[src/verilog/cpsi_pkg.sv]
`default_nettype none
package cpsi_pkg;
   // -------------------------------------------------------------
   // Bus geometry
   // -------------------------------------------------------------
   localparam int WB_AW = 18;
   localparam int WB_DW = 32;
   localparam int REG_W = 8;

   // -------------------------------------------------------------
   // Register indices (byte address is four times the index)
   // -------------------------------------------------------------
   localparam logic [15:0] IDX_PORT_SEL = 16'hFE00;
   localparam logic [15:0] IDX_IRQ_CAUSE = 16'hFE01;
   localparam logic [15:0] IDX_IRQ_ENABLE = 16'hFE02;
   localparam logic [15:0] IDX_TX_CTRL = 16'hFE10;
   localparam logic [15:0] IDX_INT_LINE = 16'hFE11;
   localparam logic [15:0] IDX_EXT_LINE = 16'hFE12;
   localparam logic [15:0] IDX_BIT_LEN = 16'hFE13;

   // -------------------------------------------------------------
   // Reset values
   // -------------------------------------------------------------
   localparam logic [7:0] RST_BYTE = 8'h00;

   // -------------------------------------------------------------
   // Field positions
   // -------------------------------------------------------------
   localparam int SEL_BYPASS = 1;
   localparam int SEL_SLOT_LO = 2;
   localparam int SEL_SLOT_HI = 3;
   localparam logic [7:0] SEL_WMASK = 8'h0E;
   localparam int TXC_CLK_STOP = 7;
   localparam int TXC_DIRECT = 6;
   localparam int TXC_SYNC = 5;
   localparam int TXC_TX_MODE = 0;
   localparam logic [7:0] TXC_WMASK = 8'hE1;
   localparam int LN_DATA = 0;
   localparam int LN_DIR = 1;
   localparam int LN_SAMPLE = 5;
   localparam logic [7:0] LN_WMASK = 8'h03;
   localparam int IRQ_BIT_LEN = 7;

   // -------------------------------------------------------------
   // Slot select codes
   // -------------------------------------------------------------
   localparam logic [1:0] SLOT_NONE = 2'b00;
   localparam logic [1:0] SLOT_EXT = 2'b01;

   // Pin synchroniser lanes
   localparam int SY_INT_CLK = 0;
   localparam int SY_EXT_CLK = 1;
   localparam int SY_INT_IO = 2;
   localparam int SY_EXT_IO = 3;
   localparam int SY_N = 4;
endpackage
`default_nettype wire

[src/verilog/cpsi_sync.sv]
`timescale 1ns/1ps
`default_nettype none
// -------------------------------------------------------------
// Two-flop synchroniser, one lane per pin
// -------------------------------------------------------------
module cpsi_sync #(
   parameter int WIDTH = 4
) (
   input wire logic clk_i, // Core clock
   input wire logic rst_i, // Synchronous reset
   input wire logic ce_i, // Clock enable
   input wire logic [WIDTH-1:0] d_i, // Asynchronous pins
   output logic [WIDTH-1:0] q_o // Synchronised copies
);
   logic [WIDTH-1:0] meta_r;
   logic [WIDTH-1:0] q_r;

   genvar g;
   generate
      for (g = 0; g < WIDTH; g++) begin : g_lane
         // First stage feeds only the second stage
         always_ff @(posedge clk_i) begin
            // Reset to the idle-high pin level, so no false edge follows reset
            if (rst_i) begin
               meta_r[g] <= 1'b1;
               q_r[g] <= 1'b1;
            end else if (ce_i) begin
               meta_r[g] <= d_i[g];
               q_r[g] <= meta_r[g];
            end
         end
      end
   endgenerate

   assign q_o = q_r;
endmodule
`default_nettype wire

[src/verilog/cpsi_card_port.sv]
// Local design decision: the Wishbone register port.
`timescale 1ns/1ps
`default_nettype none
// How it works
// - Slot code 00 none, 01 external, 1X internal
// - Slot select routes only, never powers cards
// - Bypass drives lines from line-control registers
// - Reading the cause register clears latched causes
// - Each cause masked by its enable bit
// - Causes come only from the selected interface
// - Clock stop mode lives at transmit control bit 7
// - Sync: direct mode bit picks line or UART
// - Bit counter terminal count sets cause bit 7 in sync mode
// - Masked causes still latch, no interrupt
module cpsi_card_port
   import cpsi_pkg::*;
(
   input wire logic clk_i, // 200 MHz core clock
   input wire logic rst_i, // Synchronous reset, active high
   input wire logic ce_i, // Clock enable, freezes all state when low
   input wire logic [WB_AW-1:0] adr_i, // Wishbone byte address
   input wire logic [WB_DW-1:0] dat_i, // Wishbone write data
   output logic [WB_DW-1:0] dat_o, // Wishbone read data
   input wire logic we_i, // Wishbone write enable
   input wire logic [3:0] sel_i, // Wishbone byte lanes
   input wire logic cyc_i, // Wishbone cycle
   input wire logic stb_i, // Wishbone strobe
   output logic ack_o, // Wishbone acknowledge
   output logic irq_o, // Card interrupt, level
   input wire logic [7:0] int_evt_i, // Internal interface event pulses
   input wire logic [7:0] ext_evt_i, // External interface event pulses
   input wire logic uart_tx_i, // UART serial data out
   input wire logic uart_tx_en_i, // UART wants to drive the line
   output logic uart_rx_o, // Selected line back to the UART
   input wire logic int_clk_i, // Internal card clock pin
   input wire logic ext_clk_i, // External card clock pin
   input wire logic int_io_i, // Internal card I/O pin level
   output logic int_io_o, // Internal card I/O drive value
   output logic int_io_oe_n_o, // Internal card I/O enable, low drives
   input wire logic ext_io_i, // External card I/O pin level
   output logic ext_io_o, // External card I/O drive value
   output logic ext_io_oe_n_o, // External card I/O enable, low drives
   output logic sync_clock_stop_mode_o, // Clock start/stop mode to clock gen
   output logic tx_mode_o // Transmit (1) or receive (0) direction
);
   // -------------------------------------------------------------
   // Declarations
   // -------------------------------------------------------------
   logic [7:0] port_sel_r, cause_r, cause_nxt, ien_r, txc_r, int_ctl_r, ext_ctl_r;
   logic [7:0] len_max_r, len_cnt_r, rd_byte, set_w, evt_w, wbyte_w;
   logic len_run_r, term_r, ack_r, int_clk_d_r, ext_clk_d_r, card_clk_d_r;
   logic sel_int_w, sel_ext_w, sync_w, direct_w, card_clk_w, card_fall_w;
   logic req_w, wr_w, rd_cause_w, int_io_r, int_oe_n_r, ext_io_r, ext_oe_n_r, rx_r;
   logic [WB_DW-1:0] rdat_r;
   logic [SY_N-1:0] pin_s;
   logic [1:0] slot_w;
   logic [15:0] idx_w;

   // -------------------------------------------------------------
   // Pin synchronisers
   // -------------------------------------------------------------
   cpsi_sync #(
      .WIDTH(SY_N)
   ) u_sync (
      .clk_i(clk_i),
      .rst_i(rst_i),
      .ce_i(ce_i),
      .d_i({ext_io_i, int_io_i, ext_clk_i, int_clk_i}),
      .q_o(pin_s)
   );

   // -------------------------------------------------------------
   // Decodes
   // -------------------------------------------------------------
   // Slot select decode
   // slot decode
   assign slot_w = port_sel_r[SEL_SLOT_HI:SEL_SLOT_LO];
   assign sel_int_w = slot_w[1];
   assign sel_ext_w = (slot_w == SLOT_EXT);
   assign sync_w = txc_r[TXC_SYNC];
   assign direct_w = port_sel_r[SEL_BYPASS] | (sync_w & txc_r[TXC_DIRECT]);
   assign card_clk_w = sel_int_w ? pin_s[SY_INT_CLK] : (sel_ext_w & pin_s[SY_EXT_CLK]);
   assign card_fall_w = card_clk_d_r & ~card_clk_w;

   // Bus decode; one-cycle answer, unmapped reads give zero
   assign req_w = cyc_i & stb_i & ~ack_r;
   assign wr_w = req_w & we_i & sel_i[0];
   assign idx_w = adr_i[WB_AW-1:2];
   assign wbyte_w = dat_i[7:0];
   assign rd_cause_w = req_w & ~we_i & (idx_w == IDX_IRQ_CAUSE);

   // Event gather
   // selected interface only
   assign evt_w = sel_int_w ? int_evt_i : (sel_ext_w ? ext_evt_i : RST_BYTE);
   // terminal count replaces cause 7 in sync
   assign set_w = {(sync_w ? term_r : evt_w[IRQ_BIT_LEN]), evt_w[IRQ_BIT_LEN-1:0]};

   // -------------------------------------------------------------
   // Wishbone slave
   // -------------------------------------------------------------
   // Read mux
   always_comb begin
      rd_byte = RST_BYTE;
      unique case (idx_w)
         IDX_PORT_SEL: rd_byte = port_sel_r;
         IDX_IRQ_CAUSE: rd_byte = cause_r;
         IDX_IRQ_ENABLE: rd_byte = ien_r;
         IDX_TX_CTRL: rd_byte = txc_r;
         IDX_INT_LINE: rd_byte = int_ctl_r;
         IDX_EXT_LINE: rd_byte = ext_ctl_r;
         IDX_BIT_LEN: rd_byte = len_cnt_r;
         default: rd_byte = RST_BYTE;
      endcase
   end

   // Ack and read data, registered; ack drops the cycle after
   always_ff @(posedge clk_i) begin
      if (rst_i) begin
         ack_r <= 1'b0;
         rdat_r <= '0;
      end else if (ce_i) begin
         ack_r <= req_w;
         if (req_w && !we_i) begin
            rdat_r <= {{(WB_DW-REG_W){1'b0}}, rd_byte};
         end
      end
   end

   assign ack_o = ack_r;
   assign dat_o = rdat_r;

   // -------------------------------------------------------------
   // Control registers
   // -------------------------------------------------------------
   // Port select; only routing, no supply side effects
   // routing only
   always_ff @(posedge clk_i) begin
      if (rst_i) begin
         port_sel_r <= RST_BYTE;
      end else if (ce_i && wr_w && idx_w == IDX_PORT_SEL) begin
         port_sel_r <= wbyte_w & SEL_WMASK;
      end
   end

   // Enable mask and transmit control
   // clock stop at bit 7
   always_ff @(posedge clk_i) begin
      if (rst_i) begin
         ien_r <= RST_BYTE;
         txc_r <= RST_BYTE;
      end else if (ce_i && wr_w) begin
         if (idx_w == IDX_IRQ_ENABLE) begin
            ien_r <= wbyte_w;
         end
         if (idx_w == IDX_TX_CTRL) begin
            txc_r <= wbyte_w & TXC_WMASK;
         end
      end
   end

   assign sync_clock_stop_mode_o = txc_r[TXC_CLK_STOP];
   assign tx_mode_o = txc_r[TXC_TX_MODE];

   // Line control; sample bit follows each pin on its own rising clock
   always_ff @(posedge clk_i) begin
      if (rst_i) begin
         int_ctl_r <= RST_BYTE;
         ext_ctl_r <= RST_BYTE;
         // Idle-high like the synchronised pins: no false rise after reset
         int_clk_d_r <= 1'b1;
         ext_clk_d_r <= 1'b1;
      end else if (ce_i) begin
         int_clk_d_r <= pin_s[SY_INT_CLK];
         ext_clk_d_r <= pin_s[SY_EXT_CLK];
         if (wr_w && idx_w == IDX_INT_LINE) begin
            int_ctl_r[LN_DIR:LN_DATA] <= wbyte_w[LN_DIR:LN_DATA];
         end
         if (wr_w && idx_w == IDX_EXT_LINE) begin
            ext_ctl_r[LN_DIR:LN_DATA] <= wbyte_w[LN_DIR:LN_DATA];
         end
         if (pin_s[SY_INT_CLK] && !int_clk_d_r) begin
            int_ctl_r[LN_SAMPLE] <= pin_s[SY_INT_IO];
         end
         if (pin_s[SY_EXT_CLK] && !ext_clk_d_r) begin
            ext_ctl_r[LN_SAMPLE] <= pin_s[SY_EXT_IO];
         end
      end
   end

   // -------------------------------------------------------------
   // Bit length counter
   // -------------------------------------------------------------
   // Counts falling card clock edges; stops at the loaded value and
   // must be reloaded. A zero load leaves it idle.
   // count to terminal
   always_ff @(posedge clk_i) begin
      if (rst_i) begin
         len_max_r <= RST_BYTE;
         len_cnt_r <= RST_BYTE;
         len_run_r <= 1'b0;
         term_r <= 1'b0;
         card_clk_d_r <= 1'b0;
      end else if (ce_i) begin
         card_clk_d_r <= card_clk_w;
         term_r <= 1'b0;
         if (wr_w && idx_w == IDX_BIT_LEN) begin
            len_max_r <= wbyte_w;
            len_cnt_r <= RST_BYTE;
            len_run_r <= (wbyte_w != RST_BYTE);
         end else if (len_run_r && card_fall_w) begin
            len_cnt_r <= len_cnt_r + 8'h01;
            if (len_cnt_r + 8'h01 == len_max_r) begin
               len_run_r <= 1'b0;
               term_r <= 1'b1;
            end
         end
      end
   end

   // -------------------------------------------------------------
   // Interrupt causes
   // -------------------------------------------------------------
   // Clear by read or by writing ones; a new event beats the clear so
   // that nothing is lost in the clearing cycle
   // latch regardless of mask
   always_comb begin
      cause_nxt = cause_r;
      if (rd_cause_w) begin
         cause_nxt = RST_BYTE;
      end
      if (wr_w && idx_w == IDX_IRQ_CAUSE) begin
         cause_nxt = cause_nxt & ~wbyte_w;
      end
      cause_nxt = cause_nxt | set_w;
   end

   always_ff @(posedge clk_i) begin
      if (rst_i) begin
         cause_r <= RST_BYTE;
      end else if (ce_i) begin
         cause_r <= cause_nxt;
      end
   end

   assign irq_o = |(cause_r & ien_r);

   // -------------------------------------------------------------
   // Card line routing
   // -------------------------------------------------------------
   // Registered pin drive; unselected lines are released unless direct
   // control owns them, so two drivers never fight on one card
   // line source
   always_ff @(posedge clk_i) begin
      if (rst_i) begin
         int_io_r <= 1'b1;
         int_oe_n_r <= 1'b1;
         ext_io_r <= 1'b1;
         ext_oe_n_r <= 1'b1;
      end else if (ce_i) begin
         if (direct_w) begin
            int_io_r <= int_ctl_r[LN_DATA];
            int_oe_n_r <= ~int_ctl_r[LN_DIR];
            ext_io_r <= ext_ctl_r[LN_DATA];
            ext_oe_n_r <= ~ext_ctl_r[LN_DIR];
         end else begin
            int_io_r <= uart_tx_i;
            int_oe_n_r <= ~(sel_int_w & uart_tx_en_i);
            ext_io_r <= uart_tx_i;
            ext_oe_n_r <= ~(sel_ext_w & uart_tx_en_i);
         end
      end
   end

   assign int_io_o = int_io_r;
   assign int_io_oe_n_o = int_oe_n_r;
   assign ext_io_o = ext_io_r;
   assign ext_io_oe_n_o = ext_oe_n_r;

   // Receive path; idle high when nothing selected
   always_ff @(posedge clk_i) begin
      if (rst_i) begin
         rx_r <= 1'b1;
      end else if (ce_i) begin
         rx_r <= sel_int_w ? pin_s[SY_INT_IO] : (~sel_ext_w | pin_s[SY_EXT_IO]);
      end
   end

   assign uart_rx_o = rx_r;

   // -------------------------------------------------------------
   // Assertions
   // -------------------------------------------------------------
   property p_read_clears;
      @(posedge clk_i) disable iff (rst_i)
      (ce_i && rd_cause_w && set_w == RST_BYTE) |=> (cause_r == RST_BYTE);
   endproperty
   a_read_clears: assert property (p_read_clears)
      else $error("cause register not cleared by read");

   property p_set_wins;
      @(posedge clk_i) disable iff (rst_i)
      (ce_i && set_w != RST_BYTE) |=> ((cause_r & $past(set_w)) == $past(set_w));
   endproperty
   a_set_wins: assert property (p_set_wins)
      else $error("event lost in clear cycle");

   property p_mask_blocks;
      @(posedge clk_i) disable iff (rst_i)
      (ien_r == RST_BYTE) |-> !irq_o;
   endproperty
   a_mask_blocks: assert property (p_mask_blocks)
      else $error("interrupt with all causes masked");

   property p_irq_raise;
      @(posedge clk_i) disable iff (rst_i)
      (ce_i && (set_w & ien_r) != RST_BYTE && !(wr_w && idx_w == IDX_IRQ_ENABLE))
         |=> irq_o;
   endproperty
   a_irq_raise: assert property (p_irq_raise)
      else $error("enabled cause did not raise interrupt");

   property p_none_quiet;
      @(posedge clk_i) disable iff (rst_i)
      (slot_w == SLOT_NONE && !sync_w) |-> (set_w == RST_BYTE);
   endproperty
   a_none_quiet: assert property (p_none_quiet)
      else $error("event taken with no interface selected");

   property p_ext_only;
      @(posedge clk_i) disable iff (rst_i)
      (slot_w == SLOT_EXT) |-> (set_w[IRQ_BIT_LEN-1:0] == ext_evt_i[IRQ_BIT_LEN-1:0]);
   endproperty
   a_ext_only: assert property (p_ext_only)
      else $error("external slot took foreign events");

   property p_bypass_drive;
      @(posedge clk_i) disable iff (rst_i)
      (ce_i && port_sel_r[SEL_BYPASS])
         |=> (int_io_o == $past(int_ctl_r[LN_DATA])
            && ext_io_oe_n_o == !$past(ext_ctl_r[LN_DIR]));
   endproperty
   a_bypass_drive: assert property (p_bypass_drive)
      else $error("bypass line not from line control");

   property p_uart_path;
      @(posedge clk_i) disable iff (rst_i)
      (ce_i && sel_int_w && !direct_w)
         |=> (int_io_o == $past(uart_tx_i) && int_io_oe_n_o == !$past(uart_tx_en_i)
            && ext_io_oe_n_o);
   endproperty
   a_uart_path: assert property (p_uart_path)
      else $error("internal slot not on UART path");

   property p_term_sets;
      @(posedge clk_i) disable iff (rst_i)
      (ce_i && term_r && sync_w) |=> cause_r[IRQ_BIT_LEN];
   endproperty
   a_term_sets: assert property (p_term_sets)
      else $error("terminal count did not set cause 7");

   property p_clk_stop_bit;
      @(posedge clk_i) disable iff (rst_i)
      (ce_i && wr_w && idx_w == IDX_TX_CTRL)
         |=> (sync_clock_stop_mode_o == $past(dat_i[TXC_CLK_STOP]));
   endproperty
   a_clk_stop_bit: assert property (p_clk_stop_bit)
      else $error("clock stop mode not at bit 7");
endmodule
`default_nettype wire

[config.mk]
export PLATFORM = sky130hd
export DESIGN_NAME = cpsi_card_port
export DESIGN_NICKNAME = d
export VERILOG_FILES = /design/src/verilog/cpsi_pkg.sv /design/src/verilog/cpsi_sync.sv /design/src/verilog/cpsi_card_port.sv
export SDC_FILE = /design/constraint.sdc
export NUM_CORES = 1
export LEC_CHECK = 0
export BUFFER_PORTS_ARGS = -buffer_cell sky130_fd_sc_hd__buf_2
export CAP_MARGIN = 20
export CORE_MARGIN = 10
export CORE_UTILIZATION = 51
export DETAILED_ROUTE_END_ITERATION = 7
export PLACE_DENSITY_LB_ADDON = 0.25
export SLEW_MARGIN = 20
export SYNTH_ARGS = -nofsm -noshare
export SYNTH_HDL_FRONTEND = slang
export SYNTH_SLANG_ARGS = --single-unit
[constraint.sdc]
create_clock -name clk_i -period 2.3 [get_ports clk_i]
set_input_delay 0.23 -clock clk_i [delete_from_list [all_inputs] [get_ports clk_i]]
set_output_delay 0.23 -clock clk_i [all_outputs]
set_load 0.01 [all_outputs]
==> metrics.csv <==
metric,value,unit
hold_buf cts,0,
CP endpoint kind,flip-flop,
clock sinks,72,
#FFs+latches synth,72,
initial antenna violation count,0,
Synth Flop Type,dfxtp_1,
# DRC,0,
post_cts resized,0,
DR vias/cell,5.566,
worst hold margin,0.06605,ns
Mapped Area,0.003832,mm2
TritonCTS clock tree,built,
total iterations of the first detailed-routing run,4,
ant diodes,0,
"Data arrival, critical path",2.24,ns
vias in the first global route,3264,
I/O pin count,123,
clock period minus worst slack,2.012,ns
CP startpoint kind,flip-flop,
outcome,"finished, final reports clean",
RSZ-0062 raised after global routing,no,
Final TNS setup,0,ns
Rows,31,
layer carrying the most global-route usage,met2,
Max Cap Viol,0,
layout cell share with drive strength beyond 1,0.2055,
port bufs,69,
Fillers,655,
"Setup violations, final",0,
largest net degree at the start of global routing,29,
GR Util All Layers,0.1799,
Die ar.,0.01138,mm2
Inserted Clock Buffers,9,
global-route wire length before repair,16720,um
cell taking the most area after synthesis,dfxtp_1,
"most common cell after layout, fill and taps aside",dfxtp_1,
Iter 0 DRT Violations,232,
Worst slew margin,0.6426,
core footprint,0.007292,mm2
Final Hold Viols,0,
post-route clock period utilization,0.8746,
gp weighted congestion,0.9199,
via count,3395,
Mean Syn Cell Area,8.651,um2
slew at the pin closest to its max-slew limit,0.5317,ns
routing usage on met1,0.2307,
fraction of registers with async set/reset,0,
Synth area leaders,"dfxtp_1 38%, mux2i_1 10%, buf_4 4.9%, nor2_1 4.5%, nand2_1 3.0%",
Final Max Slew Viols,0,
Final Util,0.6050,
Worst Path Required,2.53,ns
area grow syn2layout,15.12,%
Max IR drop VDD,0.4095,mV
"CTS clk-pin slew, worst paths",0.08,ns
Worst-Skew Late Latency,0.36,ns
GR Overflow Total,0,
pre-CTS WS,0.2529,ns
Die Y,106.7,um
fin worst setup slack,0.2884,ns
"commonest cells after routing, fill and taps aside","72 x dfxtp_1, 69 x buf_2, 46 x nor2_1",
HP Class,input pin to flip-flop,
Routed WL,10440,um
Root Driver,clkbuf_8,
die width,106.7,um
Power Dens Cells,599.4,mW/mm2
crit path max fanout,6,
wire per inst,17.12,um
number of flops mapped to enable cells by yosys,0,
clk buf depth,2,
Initial Util,0.5256,
postcts setup bufs,0,
Final Net Count,589,
register area share after synthesis,0.3761,
Max Clock Freq,497.1,MHz
htree depth,3,
top-area cell type share of the netlist area,0.3761,
Worst Clk Skew,0.008763,ns
ANT nets after route,0,
Leak Pwr,1.750,nW
post-detail-place hpwl,7820,um
synth unique cells,55,
met2 Use GR,0.2739,
cells after synthesis,443,
kind of critical path,flip-flop to flip-flop,
GR Util met3,0.06347,
Synth Warn #,0,
## sequential cells by signal, summed over array words and instances, names as in the netlist, 4 cells and up
signal	count
len_max_r	8
u_sync.meta_r	4
txc_r	4
ien_r	8
dat_o	8
u_sync.q_o	4
len_cnt_r	8
cause_r	8
## cell usage after synthesis, types with 2 or more instances
cell and n:
a211o_1 11, a21boi_0 9, and4b_1 2, nor2_1 46
buf_4 25, and4_1 3, xnor2_1 11, nor4_1 5
nor4_4 2, a211oi_1 4, nand2_1 31, nand4_1 6
nor3b_1 2, a22o_1 7, buf_2 3, o21ai_0 18
a22oi_1 6, a2111oi_0 2, and2_0 2, and3_1 2
nor2b_1 15, or2_2 3, a311oi_1 2, dfxtp_1 72
nor3_1 23, a21oi_1 17, xor2_1 6, nand3b_1 2
nand2b_1 5, o211ai_1 2, a221oi_1 4, clkbuf_1 17
and2_1 2, mux2i_1 39, inv_1 6, nand3_1 7
buf_1 6
## kinds of logic (layout without fill, tap and decap cells)
| family | after synthesis | count (layout) | synth area share |
|---|---|---|---|
| other | 1 | 24 | 0.0009785 |
| AO/OA/AOI/OAI | 93 | 93 | 0.1717 |
| buffers and inverters | 57 | 102 | 0.08129 |
| XOR/XNOR | 17 | 17 | 0.03885 |
| flip-flops | 72 | 72 | 0.3761 |
| multiplexers | 39 | 39 | 0.1019 |
| adder cells (fa/ha/maj) | 1 | 1 | 0.003264 |
| AND/OR/NAND/NOR | 163 | 163 | 0.2259 |
## worst max-delay path, stage by stage, from the launching register on
cell,delay (ns)
dfxtp_1,0.44
ha_1,0.29
nand3_1,0.20
or3_1,0.40
a211oi_1,0.36
o311ai_0,0.18
## cell type report
cell class / instances / area, um2 / area share
Multi-Input combinational cell: 337 / 2171 / 0.4921
Sequential cell: 72 / 1441 / 0.3267
Timing Repair Buffer: 80 / 427.9 / 0.09699
Clock buffer: 9 / 123.9 / 0.02808
Tap cell: 99 / 123.9 / 0.02808
Clock inverter: 7 / 101.3 / 0.02297
Inverter: 6 / 22.52 / 0.005105
## per-layer routing
| metal | vias up | part of all wire |
|---|---|---|
| li1 | 1676 | - |
| met1 | 1562 | 0.45 |
| met2 | 140 | 0.44 |
| met3 | 17 | 0.098 |
| met4 | 0 | 0.018 |
| met5 | - | 0 |
## power breakdown
group	switching, mW	internal (mW)
clock	0.533	0.622
sequential	0.0119	1.26
combinational	0.135	0.0789
total	0.679	1.97
## final timing paths
check,start,endpoint,slack [ns],cells after the start
worst max-delay path,len_cnt_r[0],len_run_r,0.29,5
worst min-delay path,int_clk_i,u_sync.meta_r[0],0.07,2
worst max register to register,len_cnt_r[0],len_run_r,0.29,5
worst min register to register,dat_o[7],dat_o[7],0.45,2
## per-stage QoR
step | std cells | power, mW | area, um2
3_3_place_gp | 594 | 1.510 | 4187
3_5_place_dp | 594 | 1.514 | 4187
4_1_cts | 610 | 2.657 | 4412
2_1_floorplan | 466 | 1.452 | 3919
6_report | 610 | 2.644 | 4412
5_1_grt | 610 | 2.737 | 4412
(Power assumes the default switching activity.)
